[config.mk]
export PLATFORM = sky130hd
export DESIGN_NAME = svt_supervision_timer
export DESIGN_NICKNAME = d
export VERILOG_FILES = /design/src/svt_pkg.sv /design/src/svt_supervision_timer.sv
export VERILOG_INCLUDE_DIRS = /design/src
export SDC_FILE = /design/constraint.sdc
export NUM_CORES = 1
export LEC_CHECK = 0
export ABC_CLOCK_PERIOD_IN_PS = 5800
export BUFFER_PORTS_ARGS = -buffer_cell sky130_fd_sc_hd__buf_2
export CAP_MARGIN = 20
export CORE_MARGIN = 2
export CORE_UTILIZATION = 40
export DETAILED_ROUTE_END_ITERATION = 10
export PLACE_DENSITY = 0.72
export SLEW_MARGIN = 40
export SYNTH_ARGS = -nofsm -noshare
export SYNTH_HDL_FRONTEND = slang
export SYNTH_SLANG_ARGS = --single-unit
[constraint.sdc]
create_clock -name clk -period 5.8 [get_ports clk]
set_input_delay 0.29 -clock clk [delete_from_list [all_inputs] [get_ports clk]]
set_output_delay 0.29 -clock clk [all_outputs]
set_load 0.02 [all_outputs]
[src/svt_regs.svh]
`ifndef SVT_REGS_SVH
`define SVT_REGS_SVH
// timeout lengths in low-speed oscillator periods
`define SVT_PERIOD_00 32'd8192
`define SVT_PERIOD_01 32'd16384
`define SVT_PERIOD_10 32'd65536
`define SVT_PERIOD_11 32'd262144
// enable state after reset
`define SVT_ENABLE_RESET 1'b1
// period select after reset
`define SVT_SEL_RESET 2'h0
`endif

[src/svt_pkg.sv]
`default_nettype none
package svt_pkg;
  typedef logic [1:0] svt_sel_t;
endpackage
`default_nettype wire

[src/svt_supervision_timer.sv]
`timescale 1ns/1ps
`default_nettype none
`include "svt_regs.svh"
module svt_supervision_timer
  import svt_pkg::*;
#(
  parameter int CNT_W = 18
) (
  // clock and reset
  input wire logic clk,
  input wire logic rst_n,
  // low-speed oscillator tick and state
  input wire logic osc_tick,
  input wire logic osc_on,
  // software controls
  input wire logic sw_enable,
  input wire logic sw_disable,
  input wire logic sw_clear,
  input wire logic cal_done,
  input wire logic [1:0] period_sel,
  // status and reset request
  output logic enabled,
  output logic [CNT_W-1:0] count,
  output logic sys_reset_req
);

  // ****************************************
  // parameter checks
  // ****************************************
  if (CNT_W < 18) begin : g_cnt_too_narrow
    $error("CNT_W too small for longest timeout");
  end
  if (CNT_W > 32) begin : g_cnt_too_wide
    $error("CNT_W wider than the timeout compare");
  end

  // ****************************************
  // input synchronisers
  // ****************************************
  logic tick_s1_q;
  logic tick_s2_q;
  logic tick_s3_q;
  logic on_s1_q;
  logic on_s2_q;

  // edge detect reads only the second and third stages
  always_ff @(posedge clk) begin
    tick_s1_q <= osc_tick;
    tick_s2_q <= tick_s1_q;
    tick_s3_q <= tick_s2_q;
  end

  always_ff @(posedge clk) begin
    on_s1_q <= osc_on;
    on_s2_q <= on_s1_q;
  end

  // ****************************************
  // registers
  // ****************************************
  logic en_q;
  logic en_d;
  logic [CNT_W-1:0] cnt_q;
  logic [CNT_W-1:0] cnt_d;
  logic rst_req_q;
  svt_sel_t sel_q;

  // ****************************************
  // control decode
  // ****************************************
  logic [31:0] limit;
  logic [31:0] cnt_wide;
  wire tick_edge;
  wire osc_running;
  wire sel_chg;
  wire restart;
  wire advance;
  wire at_limit;
  wire expire;

  assign tick_edge = tick_s2_q & ~tick_s3_q;
  assign osc_running = on_s2_q;
  assign sel_chg = period_sel != sel_q;
  assign cnt_wide = 32'(cnt_q);

  assign limit = (period_sel == 2'h0) ? `SVT_PERIOD_00 :
                 (period_sel == 2'h1) ? `SVT_PERIOD_01 :
                 (period_sel == 2'h2) ? `SVT_PERIOD_10 : `SVT_PERIOD_11;

  // a new period select restarts the count so it never sits beyond the limit
  assign restart = sw_clear | sel_chg;
  assign advance = en_q & osc_running & tick_edge;
  assign at_limit = cnt_wide == limit - 32'd1;
  assign expire = advance & ~restart & at_limit;

  // calibration closes the timer; explicit enable reopens it
  assign en_d = (cal_done | sw_disable) ? 1'b0 :
                sw_enable ? 1'b1 : en_q;

  assign cnt_d = restart ? '0 :
                 expire ? '0 :
                 advance ? cnt_q + CNT_W'(1) : cnt_q;

  // ****************************************
  // state
  // ****************************************
  always_ff @(posedge clk) begin
    if (!rst_n) begin
      en_q <= `SVT_ENABLE_RESET;
    end else begin
      en_q <= en_d;
    end
  end

  always_ff @(posedge clk) begin
    if (!rst_n) begin
      cnt_q <= '0;
    end else begin
      cnt_q <= cnt_d;
    end
  end

  always_ff @(posedge clk) begin
    if (!rst_n) begin
      rst_req_q <= 1'b0;
    end else begin
      rst_req_q <= expire;
    end
  end

  always_ff @(posedge clk) begin
    if (!rst_n) begin
      sel_q <= `SVT_SEL_RESET;
    end else begin
      sel_q <= period_sel;
    end
  end

  // ****************************************
  // outputs
  // ****************************************
  assign enabled = en_q;
  assign count = cnt_q;
  assign sys_reset_req = rst_req_q;

  // ****************************************
  // checks
  // ****************************************
  a_enabled_after_reset: assert property (
    @(posedge clk) $rose(rst_n) |-> en_q)
  else begin
    $error("timer not enabled after reset");
  end

  a_counts_from_reset: assert property (
    @(posedge clk) $rose(rst_n) |-> cnt_q == '0 && !sys_reset_req)
  else begin
    $error("count not cleared by reset");
  end

  a_cal_disables: assert property (
    @(posedge clk) disable iff (!rst_n) cal_done |=> !en_q)
  else begin
    $error("calibration did not disable timer");
  end

  a_enable_reopens: assert property (
    @(posedge clk) disable iff (!rst_n) sw_enable && !cal_done && !sw_disable |=> en_q)
  else begin
    $error("enable did not reopen timer");
  end

  a_closed_no_reset: assert property (
    @(posedge clk) disable iff (!rst_n) !en_q |=> !sys_reset_req)
  else begin
    $error("reset request while timer closed");
  end

  a_osc_off_hold: assert property (
    @(posedge clk) disable iff (!rst_n)
    !osc_running && !restart |=> $stable(cnt_q) && !sys_reset_req)
  else begin
    $error("count moved while oscillator off");
  end

  a_idle_hold: assert property (
    @(posedge clk) disable iff (!rst_n) !advance && !restart |=> $stable(cnt_q))
  else begin
    $error("count moved without a tick");
  end

  a_limit_bound: assert property (
    @(posedge clk) disable iff (!rst_n) $stable(period_sel) |-> cnt_wide < limit)
  else begin
    $error("count beyond selected timeout");
  end

  a_count_step: assert property (
    @(posedge clk) disable iff (!rst_n)
    advance && !restart && !at_limit |=> cnt_q == $past(cnt_q) + CNT_W'(1))
  else begin
    $error("tick did not advance count by one");
  end

  a_sel_restart: assert property (
    @(posedge clk) disable iff (!rst_n) sel_chg |=> cnt_q == '0 && !sys_reset_req)
  else begin
    $error("period change did not restart count");
  end

  a_expire_reset: assert property (
    @(posedge clk) disable iff (!rst_n) expire |=> sys_reset_req && cnt_q == '0)
  else begin
    $error("expiry without reset");
  end

  a_reset_cause: assert property (
    @(posedge clk) disable iff (!rst_n) sys_reset_req |-> $past(advance) && $past(at_limit))
  else begin
    $error("reset request without expiry");
  end

  a_reset_single: assert property (
    @(posedge clk) disable iff (!rst_n) sys_reset_req |=> !sys_reset_req)
  else begin
    $error("reset request longer than one cycle");
  end

  a_clear_zero: assert property (
    @(posedge clk) disable iff (!rst_n) sw_clear |=> cnt_q == '0 && !sys_reset_req)
  else begin
    $error("clear did not restart count");
  end

endmodule
`default_nettype wire

==> out/metrics.cfg, run 1 <==
[outcome]
outcome = completed

[timing]
setup_viol = 0
worst_pin_slew_ns = 0.5936
period_needed_ns = 2.516
grt_setup_unrepaired = false
fin_crit_sh_pct = 43.39
timing.slew.headroom_pct = 60.43
finClkSkew_ns = 0.01011
finalHoldViolCount = 0
drv_slew = 0
fin_hold_ws_ns = 0.06180
fin_setup_tns_ns = 0
max_freq_mhz = 397.4

[drt]
routed_wl_um = 2349
drtAntennaViolNets = 0
drt-initial-drc-count = 12
vias = 1024
wl_per_cell_um = 12.98
drc = 0
drtPass1Iterations = 4
via_per_inst = 5.657

[min_path]
holdCritPathClass = input pin to flip-flop
hold_path_depth = 1
min_from = osc_tick
hold_end = tick_s1_q

[clock_tree]
clk-insertion-delay-late_ns = 0.32
numCtsBuffers = 3
root_buffer = clkbuf_4
tritoncts = done
cts_buffer_depth = 2
post_cts_buffers = 0
numClockSinks = 27
cts.clk_slew.worst_paths_ns = 0.13
cts_hold_buf = 0
htreeDepth = 1
cts_resized = 0

[place]
place_area_um2 = 1333
placedCellCount = 176
port_buffers = 29
gp_congestion = 0.7371
hpwl_um = 1769

[critical_path]
worstSetupPathType = flip-flop to flip-flop
cp_max_fo = 11
worstRegToRegCells = 6
crit_family = simple AND/OR/NAND/NOR gates
rr_startpoint = count[0]
r2r_end = count[1]
crit_required_ns = 6.00
regToRegSetupSlack_ns = 3.28
slowest_delay_ns = 0.69
cp-start-kind = flip-flop
path_cells = ha_1 > nand3_1 > or4_1 > a2111oi_4 > buf_6 > nor3_1
arrival_ns = 2.72
worst-path-buf-inv = 1
end_kind = flip-flop
cp_slowest_cell = or4_1

[power]
combPwrFrac_pct = 4.5
p_sw_uw = 61.11
pwr-share-clk_pct = 28.1
share_seq_of_total_power_pct = 67.4
sw_frac_of_total_pct = 21.61
intPower_uw = 221.7
power-per-cell-area_nw_per_um2 = 207.0
power_uw = 282.8
leakage_nw = 0.4796
ir_drop_uv = 163.8

[global_routing]
grt_util_all_layers_pct = 15.98
top_usage_layer = met2
grtUsageMet2_pct = 26.95
grt_pass1_vias = 961
grt_max_degree = 20
gr-usage-met3_pct = 4.018
grt_pass1_wl_um = 4174
grt.overflow.total = 0
antenna_found_initial = 0
use_met1_pct = 19.92

[cells_and_area]
final_common_cell = buf_2
multi_input_area_um2 = 581.8
fin_cells = 181
regArea_um2 = 540.5
fill_cells = 274
final_layout_size_suffix_gt1_share_pct = 24.67
syn2layout_area_growth_pct = 17.29
final_area_um2 = 1366
fin_nets = 162
layout_common_cells = buf_2 (29), dfxtp_1 (27), nor3_1 (16), xnor2_1 (11), a211oi_1 (7)
antenna_cells = 0

[synthesis]
ys_ff_latch = 27
syn_inst = 120
syn-num-nets = 131
synth.distinct_cells = 27
syn-cell-area_um2 = 1165
syn_area_per_cell_um2 = 9.707
ys_warn_count = 0
yosysSeqAreaShare_pct = 46.40

[run]
drv_cap = 0

[floorplanning]
dieArea_um2 = 3360
die_x_um = 57.97
start_util_pct = 42.24
die_height_um = 57.97
pin_count = 30
rows = 19
core_um2 = 2758

power groups by stage:
| stage | Combinational, mW | Sequential [mW] | Clock [mW] |
|---|---|---|---|
| floorplan | 0.00656 | 0.195 | 0 |
| global placement | 0.0120 | 0.195 | 0 |
| detailed placement | 0.0124 | 0.195 | 0 |
| CTS | 0.0125 | 0.191 | 0.0840 |
| global route | 0.0140 | 0.191 | 0.0907 |
| finish | 0.0128 | 0.191 | 0.0794 |
through the flow:
stage	util [%]	setup WS, ns
3_3_place_gp	47.91	3.206
4_1_cts	49.27	3.252
3_5_place_dp	48.32	3.284
2_1_floorplan	-	3.409
6_report	49.55	3.284
5_1_grt	49.55	3.138
routing by layer:
metal | up-vias | wire (µm)
met2 | 39 | 1148
met1 | 478 | 1020
met5 | - | 0
met4 | 0 | 30
li1 | 502 | -
met3 | 5 | 149
kinds of logic after synthesis:
group | share of synthesized area [%]
AOI/OAI and AO/OA | 11.60
xor gates and xnor gates | 9.775
adders and majority gates | 1.074
buffers and inverters | 3.651
DFF | 46.40
muxes | 0.8593
and+or+nand+nor | 26.64
flip-flops by register name, summed over array words and instances, names as in the netlist:
name / count
sel_q: 2
enabled: 1
on_s1_q: 1
count: 18
on_s2_q: 1
tick_s2_q: 1
sys_reset_req: 1
tick_s1_q: 1
tick_s3_q: 1
area by class of cell:
type | instances | area share, %
Sequential cell | 27 | 39.56
Clock buffer | 4 | 1.923
Tap cell | 31 | 2.839
Multi-Input combinational cell | 84 | 42.58
Inverter | 4 | 1.099
Timing Repair Buffer | 31 | 12.00
cell usage after synthesis:
| cell type | n | area [µm²] |
|---|---|---|
| mux2i_1 | 1 | 10.01 |
| ha_1 | 1 | 12.51 |
| nor2b_1 | 1 | 6.260 |
| buf_6 | 1 | 11.26 |
| nand4b_1 | 1 | 8.760 |
| or2_2 | 1 | 6.260 |
| nand4b_4 | 1 | 23.77 |
| nor3_1 | 16 | 80.08 |
| a2111oi_4 | 1 | 27.53 |
| nand3_1 | 5 | 25.02 |
| o21ai_0 | 5 | 25.02 |
| nor2_1 | 4 | 15.01 |
| dfxtp_1 | 27 | 540.5 |
| nand4_1 | 4 | 25.02 |
| nor4_1 | 1 | 6.260 |
| o31ai_1 | 4 | 30.03 |
| xor2_1 | 2 | 17.52 |
| buf_2 | 1 | 5.000 |
| nand2_1 | 5 | 18.77 |
| and4b_1 | 2 | 20.02 |
| and2_1 | 2 | 12.51 |
| or4_1 | 5 | 37.54 |
| xnor2_1 | 11 | 96.34 |
| or3_1 | 4 | 25.02 |
| clkbuf_1 | 3 | 11.26 |
| a211oi_1 | 7 | 52.55 |
| inv_1 | 4 | 15.01 |
worst register-to-register path, delay by kind of cell (launching register included):
family / cells / cell delay (ns)
flops: 1 / 0.44
simple gates: 3 / 0.89
compound gates: 1 / 0.65
buf+inv: 1 / 0.23
fa+ha+maj: 1 / 0.19
worst max path at each step:
stage	from	endpoint	slack (ns)	depth (start not counted)
3_5_place_dp	count[0]	count[1]	3.28	6
2_1_floorplan	count[0]	count[10]	3.41	7
4_1_cts	count[0]	count[1]	3.25	6
5_1_grt	count[0]	count[1]	3.14	6
6_report	count[0]	count[1]	3.28	6
3_3_place_gp	count[0]	sys_reset_req	3.21	5
No activity file was read; power rests on OpenSTA's default activity.
==> run 2: changes to the inputs <==
--- a/config.mk
+++ b/config.mk
@@ -6,13 +6,13 @@
 export SDC_FILE = /design/constraint.sdc
 export NUM_CORES = 1
 export LEC_CHECK = 0
-export ABC_CLOCK_PERIOD_IN_PS = 5800
+export ABC_CLOCK_PERIOD_IN_PS = 2000
 export BUFFER_PORTS_ARGS = -buffer_cell sky130_fd_sc_hd__buf_2
 export CAP_MARGIN = 20
 export CORE_MARGIN = 2
 export CORE_UTILIZATION = 40
 export DETAILED_ROUTE_END_ITERATION = 10
-export PLACE_DENSITY = 0.72
+export PLACE_DENSITY = 0.75
 export SLEW_MARGIN = 40
 export SYNTH_ARGS = -nofsm -noshare
 export SYNTH_HDL_FRONTEND = slang
==> constraint.sdc (replaced) <==
create_clock -name clk -period 2 [get_ports clk]
set_input_delay 0.1 -clock clk [delete_from_list [all_inputs] [get_ports clk]]
set_output_delay 0.1 -clock clk [all_outputs]
set_load 0.02 [all_outputs]
==> run 2 against run 1 <==
Critical endpoint is now count[16]. Largest power group unchanged. Register-to-register slack got worse by 3.2 ns. Worst setup slack worse by 3.2 ns. Flip-flop and latch count unchanged. Sequential power grew to 2.9 times the previous value. Final cell count grew 9.4%. Clock skew fell by 0.0022 ns. Worst hold slack lost 0.024 ns. Via count rose by 5.2%.
==> out/metrics.cfg, run 2 (same netlist as run 1, synthesis figures left out) <==
[outcome]
outcome = completed  ; unchanged

[critical_path]
cp_slowest_cell = or4_4  ; was or4_1
slowest_delay_ns = 0.53  ; was 0.69 ns
r2r_end = count[16]  ; was count[1]
cp_common_cell = or4_4
arrival_ns = 2.19  ; was 2.72 ns
rr_startpoint = count[0]  ; unchanged
crit_required_ns = 2.25  ; was 6.00 ns
end_kind = flip-flop  ; unchanged
cp_max_fo = 5  ; was 11
path_cells = ha_4 > nand3_2 > or4_4 > or4_4 > a211oi_2  ; was ha_1 > nand3_1 > or4_1 > a2111oi_4 > buf_6 > nor3_1
worstSetupPathType = flip-flop to flip-flop  ; unchanged
worstRegToRegCells = 5  ; was 6
cp-start-kind = flip-flop  ; unchanged
worst-path-buf-inv = 0  ; was 1
crit_family = simple AND/OR/NAND/NOR gates  ; unchanged
regToRegSetupSlack_ns = 0.06  ; was 3.28 ns

[timing]
setup_viol = 0  ; unchanged
max_freq_mhz = 515.7  ; was 397.4 MHz
drv_slew = 0  ; unchanged
period_needed_ns = 1.939  ; was 2.516 ns
finClkSkew_ns = 0.007877  ; was 0.01011 ns
timing.slew.headroom_pct = 78.66  ; was 60.43%
fin_crit_sh_pct = 96.95  ; was 43.39%
grt_setup_unrepaired = false  ; unchanged
finalHoldViolCount = 0  ; unchanged
worst_pin_slew_ns = 0.3168  ; was 0.5936 ns

[cells_and_area]
antenna_cells = 0  ; unchanged
final_common_cell = buf_2  ; unchanged
fin_nets = 179  ; was 162
layout_common_cells = buf_2 (29), dfxtp_1 (19), nor3_1 (16), buf_4 (14), xnor2_1 (11)  ; was buf_2 (29), dfxtp_1 (27), nor3_1 (16), xnor2_1 (11), a211oi_1 (7)
fin_cells = 198  ; was 181
utilization_pct = 56.40  ; was 49.55%
final_layout_size_suffix_gt1_share_pct = 38.32  ; was 24.67%
fill_cells = 262  ; was 274
syn2layout_area_growth_pct = 33.51  ; was 17.29%
largest_reg_flops = 18  ; unchanged

[min_path]
hold_path_depth = 2  ; was 1
holdCritPathClass = input pin to flip-flop  ; unchanged
hold_end = sel_q[1]  ; was tick_s1_q
min_from = rst_n  ; was osc_tick

[power]
leakage_nw = 0.5678  ; was 0.4796 nW
power_uw = 820.8  ; was 282.8 µW
ir_drop_uv = 406.4  ; was 163.8 µV
power-per-cell-area_nw_per_um2 = 527.7  ; was 207.0 nW/µm²

[clock_tree]
htreeDepth = 1  ; unchanged
clk-insertion-delay-late_ns = 0.31  ; was 0.32 ns
numCtsBuffers = 3  ; unchanged
cts.clk_slew.worst_paths_ns = 0.14  ; was 0.13 ns
numClockSinks = 27  ; unchanged
root_buffer = clkbuf_4  ; unchanged
tritoncts = done  ; unchanged
cts_buffer_depth = 2  ; unchanged

[global_routing]
grt_pass1_wl_um = 4526  ; was 4174 µm
antenna_found_initial = 0  ; unchanged
grt_util_all_layers_pct = 17.58  ; was 15.98%
grt_pass1_vias = 1036  ; was 961
grt.overflow.total = 0  ; unchanged
grt_max_degree = 20  ; unchanged

[floorplanning]
core_um2 = 2758  ; unchanged
pin_count = 30  ; unchanged
dieArea_um2 = 3360  ; unchanged
start_util_pct = 42.24  ; unchanged
rows = 19  ; unchanged
die_x_um = 57.97  ; unchanged
die_height_um = 57.97  ; unchanged

[drt]
routed_wl_um = 2555  ; was 2349 µm
vias = 1077  ; was 1,024
drc = 0  ; unchanged
via_per_inst = 5.439  ; was 5.657
wl_per_cell_um = 12.90  ; was 12.98 µm
drt-initial-drc-count = 35  ; was 12
drtAntennaViolNets = 0  ; unchanged
drtPass1Iterations = 4  ; unchanged

[run]
drv_cap = 0  ; unchanged

[place]
placedCellCount = 186  ; was 176
gp_congestion = 0.7485  ; was 0.7371
hpwl_um = 1816  ; was 1769 µm
port_buffers = 29  ; unchanged

[run 2: changes by cell type in the layout (fill, tap and decap cells not counted), sizes merged]
cell and change:
buf +13, dlygate4sd3 +4
[run 2: worst reg2reg max path, delay by kind of cell, from the launching register on]
| kind | cells | cell delay (ns) |
|---|---|---|
| AND/OR/NAND/NOR | 3 | 1.13 |
| flip-flops | 1 | 0.40 |
| AO/OA/AOI/OAI | 1 | 0.21 |
| adder cells (fa/ha/maj) | 1 | 0.14 |
[run 2: area by class of cell]
class                      count  area (µm²)  share of cell area (%)
timing repair buffer          48       301.5                   19.39
clock buffer                   4       26.28                   1.689
sequential                    27       558.0                   35.88
inverter                       4       15.01                  0.9654
tap                           31       38.79                   2.494
multi-input combinational     84       615.6                   39.58
[run 2: stage by stage]
step	setup WS [ns]	hold slack [ns]	TNS, ns	cell area, µm²
after CTS	0.01549	0.01819	0	1509
final	0.06096	0.03786	0	1555
after global routing	0.004636	0.03584	0	1555
after detailed placement	-0.01446	0.2062	-0.01446	1439
after global placement	0.04361	0.2042	0	1439
after floorplan	-0.05870	0.1277	-0.5753	1206
[run 2: worst max path at each step]
stage | start | end | slack (ns) | cells after the start
floorplan | enabled | count[4] | -0.06 | 6
global placement | tick_s2_q | count[16] | 0.04 | 4
detailed placement | tick_s2_q | count[16] | -0.01 | 4
CTS | count[6] | count[15] | 0.02 | 4
global route | count[0] | count[16] | 0.005 | 5
finish | count[0] | count[16] | 0.06 | 5
[run 2: where the power goes]
part / leakage (nW) / switching (mW) / internal, mW
Sequential: 0.225 / 0.00633 / 0.544
Clock: 0.0150 / 0.147 / 0.0779
Combinational: 0.328 / 0.0209 / 0.0244
Total: 0.568 / 0.175 / 0.646
[run 2: timing repair]
action	CTS	global route
pin swaps	0	3
endpoints found under the hold margin	3	0
hold buffers	4	0
endpoints found under the setup margin	1	5
resized for setup	1	4
buffers inserted	0	4
[run 2: routing by layer]
| layer | vias to the layer above | global-route usage, % | share of wire [%] |
|---|---|---|---|
| met2 | 24 | 31.17 | 48 |
| met3 | 2 | 3.571 | 4.9 |
| met1 | 508 | 20.53 | 46 |
| met4 | 0 | 7.309 | 0.67 |
| met5 | - | 0 | 0 |
| li1 | 543 | - | - |
==> run 3: changes to the inputs <==
--- a/config.mk
+++ b/config.mk
@@ -11,6 +11,7 @@
 export CAP_MARGIN = 20
 export CORE_MARGIN = 2
 export CORE_UTILIZATION = 40
+export CTS_BUF_LIST = sky130_fd_sc_hd__clkbuf_4 sky130_fd_sc_hd__clkbuf_8
 export DETAILED_ROUTE_END_ITERATION = 10
 export PLACE_DENSITY = 0.75
 export SLEW_MARGIN = 40
==> run 3 against run 2 <==
Register-to-register slack hardly changed. Count of clock-buffer cells in the layout stayed put. Final cell count stayed put. Clock skew is 0.0010 ns lower. Routed wire length is 0.82% lower. Critical endpoint unchanged. Largest power group unchanged.
==> out/metrics.cfg, run 3 (same netlist as run 1, synthesis figures left out) <==
[cells_and_area]
layout_common_cells = buf_2 (29), dfxtp_1 (19), nor3_1 (16), buf_4 (14), xnor2_1 (11)  ; unchanged
fin_nets = 179  ; unchanged
final_common_cell = buf_2  ; unchanged
final_layout_size_suffix_gt1_share_pct = 38.92  ; was 38.32%
antenna_cells = 0  ; unchanged
fill_cells = 262  ; unchanged
largest_reg_flops = 18  ; unchanged
syn2layout_area_growth_pct = 33.84  ; was 33.51%

[drt]
routed_wl_um = 2534  ; was 2555 µm
wl_per_cell_um = 12.80  ; was 12.90 µm
drt-initial-drc-count = 37  ; was 35
drc = 0  ; unchanged
drtAntennaViolNets = 0  ; unchanged
via_per_inst = 5.460  ; was 5.439
vias = 1081  ; was 1,077
drtPass1Iterations = 4  ; unchanged

[critical_path]
end_kind = flip-flop  ; unchanged
regToRegSetupSlack_ns = 0.06  ; about the same
arrival_ns = 2.19  ; about the same
cp.depth = 5  ; unchanged
cp_max_fo = 5  ; unchanged
rr_startpoint = count[0]  ; unchanged
timing.critical_path.from = count[0]  ; unchanged
path_cells = ha_4 > nand3_2 > or4_4 > or4_4 > a211oi_2  ; unchanged
cp_slowest_cell = or4_4  ; unchanged
worstRegToRegCells = 5  ; unchanged
r2r_end = count[16]  ; unchanged
worst-path-buf-inv = 0  ; unchanged
worstSetupPathType = flip-flop to flip-flop  ; unchanged
crit_required_ns = 2.25  ; about the same
cp-start-kind = flip-flop  ; unchanged
crit_end = count[16]  ; unchanged
crit_family = simple AND/OR/NAND/NOR gates  ; unchanged
cp_common_cell = or4_4  ; unchanged
slowest_delay_ns = 0.53  ; about the same

[clock_tree]
root_buffer = clkbuf_4  ; unchanged
cts_buffer_depth = 2  ; unchanged
numClockSinks = 27  ; unchanged
clk-insertion-delay-late_ns = 0.31  ; about the same
numCtsBuffers = 3  ; unchanged
cts.clk_slew.worst_paths_ns = 0.14  ; about the same
tritoncts = done  ; unchanged
htreeDepth = 1  ; unchanged

[global_routing]
antenna_found_initial = 0  ; unchanged
grt_pass1_wl_um = 4478  ; was 4526 µm
grt.overflow.total = 0  ; unchanged
grt_max_degree = 20  ; unchanged
grt_pass1_vias = 1036  ; unchanged
grt_util_all_layers_pct = 17.20  ; was 17.58%

[power]
leakage_nw = 0.5712  ; was 0.5678 nW
power-per-cell-area_nw_per_um2 = 534.7  ; was 527.7 nW/µm²
ir_drop_uv = 407.6  ; was 406.4 µV

[floorplanning]
die_height_um = 57.97  ; unchanged
dieArea_um2 = 3360  ; unchanged
start_util_pct = 42.24  ; unchanged
core_um2 = 2758  ; unchanged
pin_count = 30  ; unchanged
rows = 19  ; unchanged
die_x_um = 57.97  ; unchanged

[place]
gp_congestion = 0.7485  ; unchanged
hpwl_um = 1816  ; unchanged
port_buffers = 29  ; unchanged
dp_slack_ns = -0.01446  ; unchanged

[timing]
setup_viol = 0  ; unchanged
drv_slew = 0  ; unchanged
timing.slew.headroom_pct = 78.66  ; unchanged
fin_crit_sh_pct = 97.04  ; was 96.95%
grt_setup_unrepaired = false  ; unchanged
period_needed_ns = 1.941  ; was 1.939 ns
worst_pin_slew_ns = 0.3168  ; unchanged
finClkSkew_ns = 0.006842  ; was 0.007877 ns
fin_hold_ws_ns = 0.03650  ; was 0.03786 ns
max_freq_mhz = 515.3  ; was 515.7 MHz
finalHoldViolCount = 0  ; unchanged
fin_ws_ns = 0.05921  ; was 0.06096 ns

[min_path]
min_from = rst_n  ; unchanged
holdCritPathClass = input pin to flip-flop  ; unchanged

[outcome]
outcome = completed  ; unchanged

[run]
drv_cap = 0  ; unchanged

[run 3: cell counts in the layout (fill, tap and decap cells not counted)]
No cell type changed its count.
[run 3: power breakdown]
part	internal (mW)	switching [mW]	total [mW]
Sequential	0.544	0.00623	0.550
Combinational	0.0244	0.0207	0.0451
Clock	0.0914	0.147	0.238
Total	0.660	0.174	0.834
[run 3: repair_timing]
action / CTS / global route
hold buffers: 4 / 0
resized for setup: 1 / 4
pin swaps: 0 / 3
endpoints found under the hold margin: 3 / 0
endpoints found under the setup margin: 2 / 5
setup buffers: 0 / 4
[run 3: area by class of cell]
cell class                 count  area [µm²]  area share, %
clock buffer                   4       30.03          1.926
inverter                       4       15.01         0.9631
multi-input combinational     84       615.6          39.49
sequential                    27       558.0          35.79
tap                           31       38.79          2.488
timing repair buffer          48       301.5          19.34
[run 3: worst min-delay path by stage]
| stage | endpoint | cells past startpoint |
|---|---|---|
| CTS | sel_q[1] | 2 |
| detailed placement | tick_s1_q | 1 |
| floorplan | on_s1_q | 0 |
| global placement | tick_s1_q | 1 |
| finish | sel_q[1] | 2 |
| global route | sel_q[1] | 2 |
[run 3: stage by stage]
| stage | setup TNS, ns | std cells | utilization [%] | total power, mW | instance area (µm²) |
|---|---|---|---|---|---|
| 2_1_floorplan | -0.5753 | 120 | - | 0.5821 | 1206 |
| 3_3_place_gp | 0 | 186 | 52.18 | 0.5991 | 1439 |
| 3_5_place_dp | -0.01446 | 186 | 52.18 | 0.6002 | 1439 |
| 4_1_cts | 0 | 194 | 54.85 | 0.8449 | 1513 |
| 5_1_grt | 0 | 198 | 56.53 | 0.8692 | 1559 |
| 6_report | 0 | 198 | 56.53 | 0.8337 | 1559 |
[run 3: layer usage]
metal  track usage (%)  wire (µm)
met3             3.571        131
met2             30.36       1211
met1             20.53       1175
met4             6.312         17
met5                 0          0
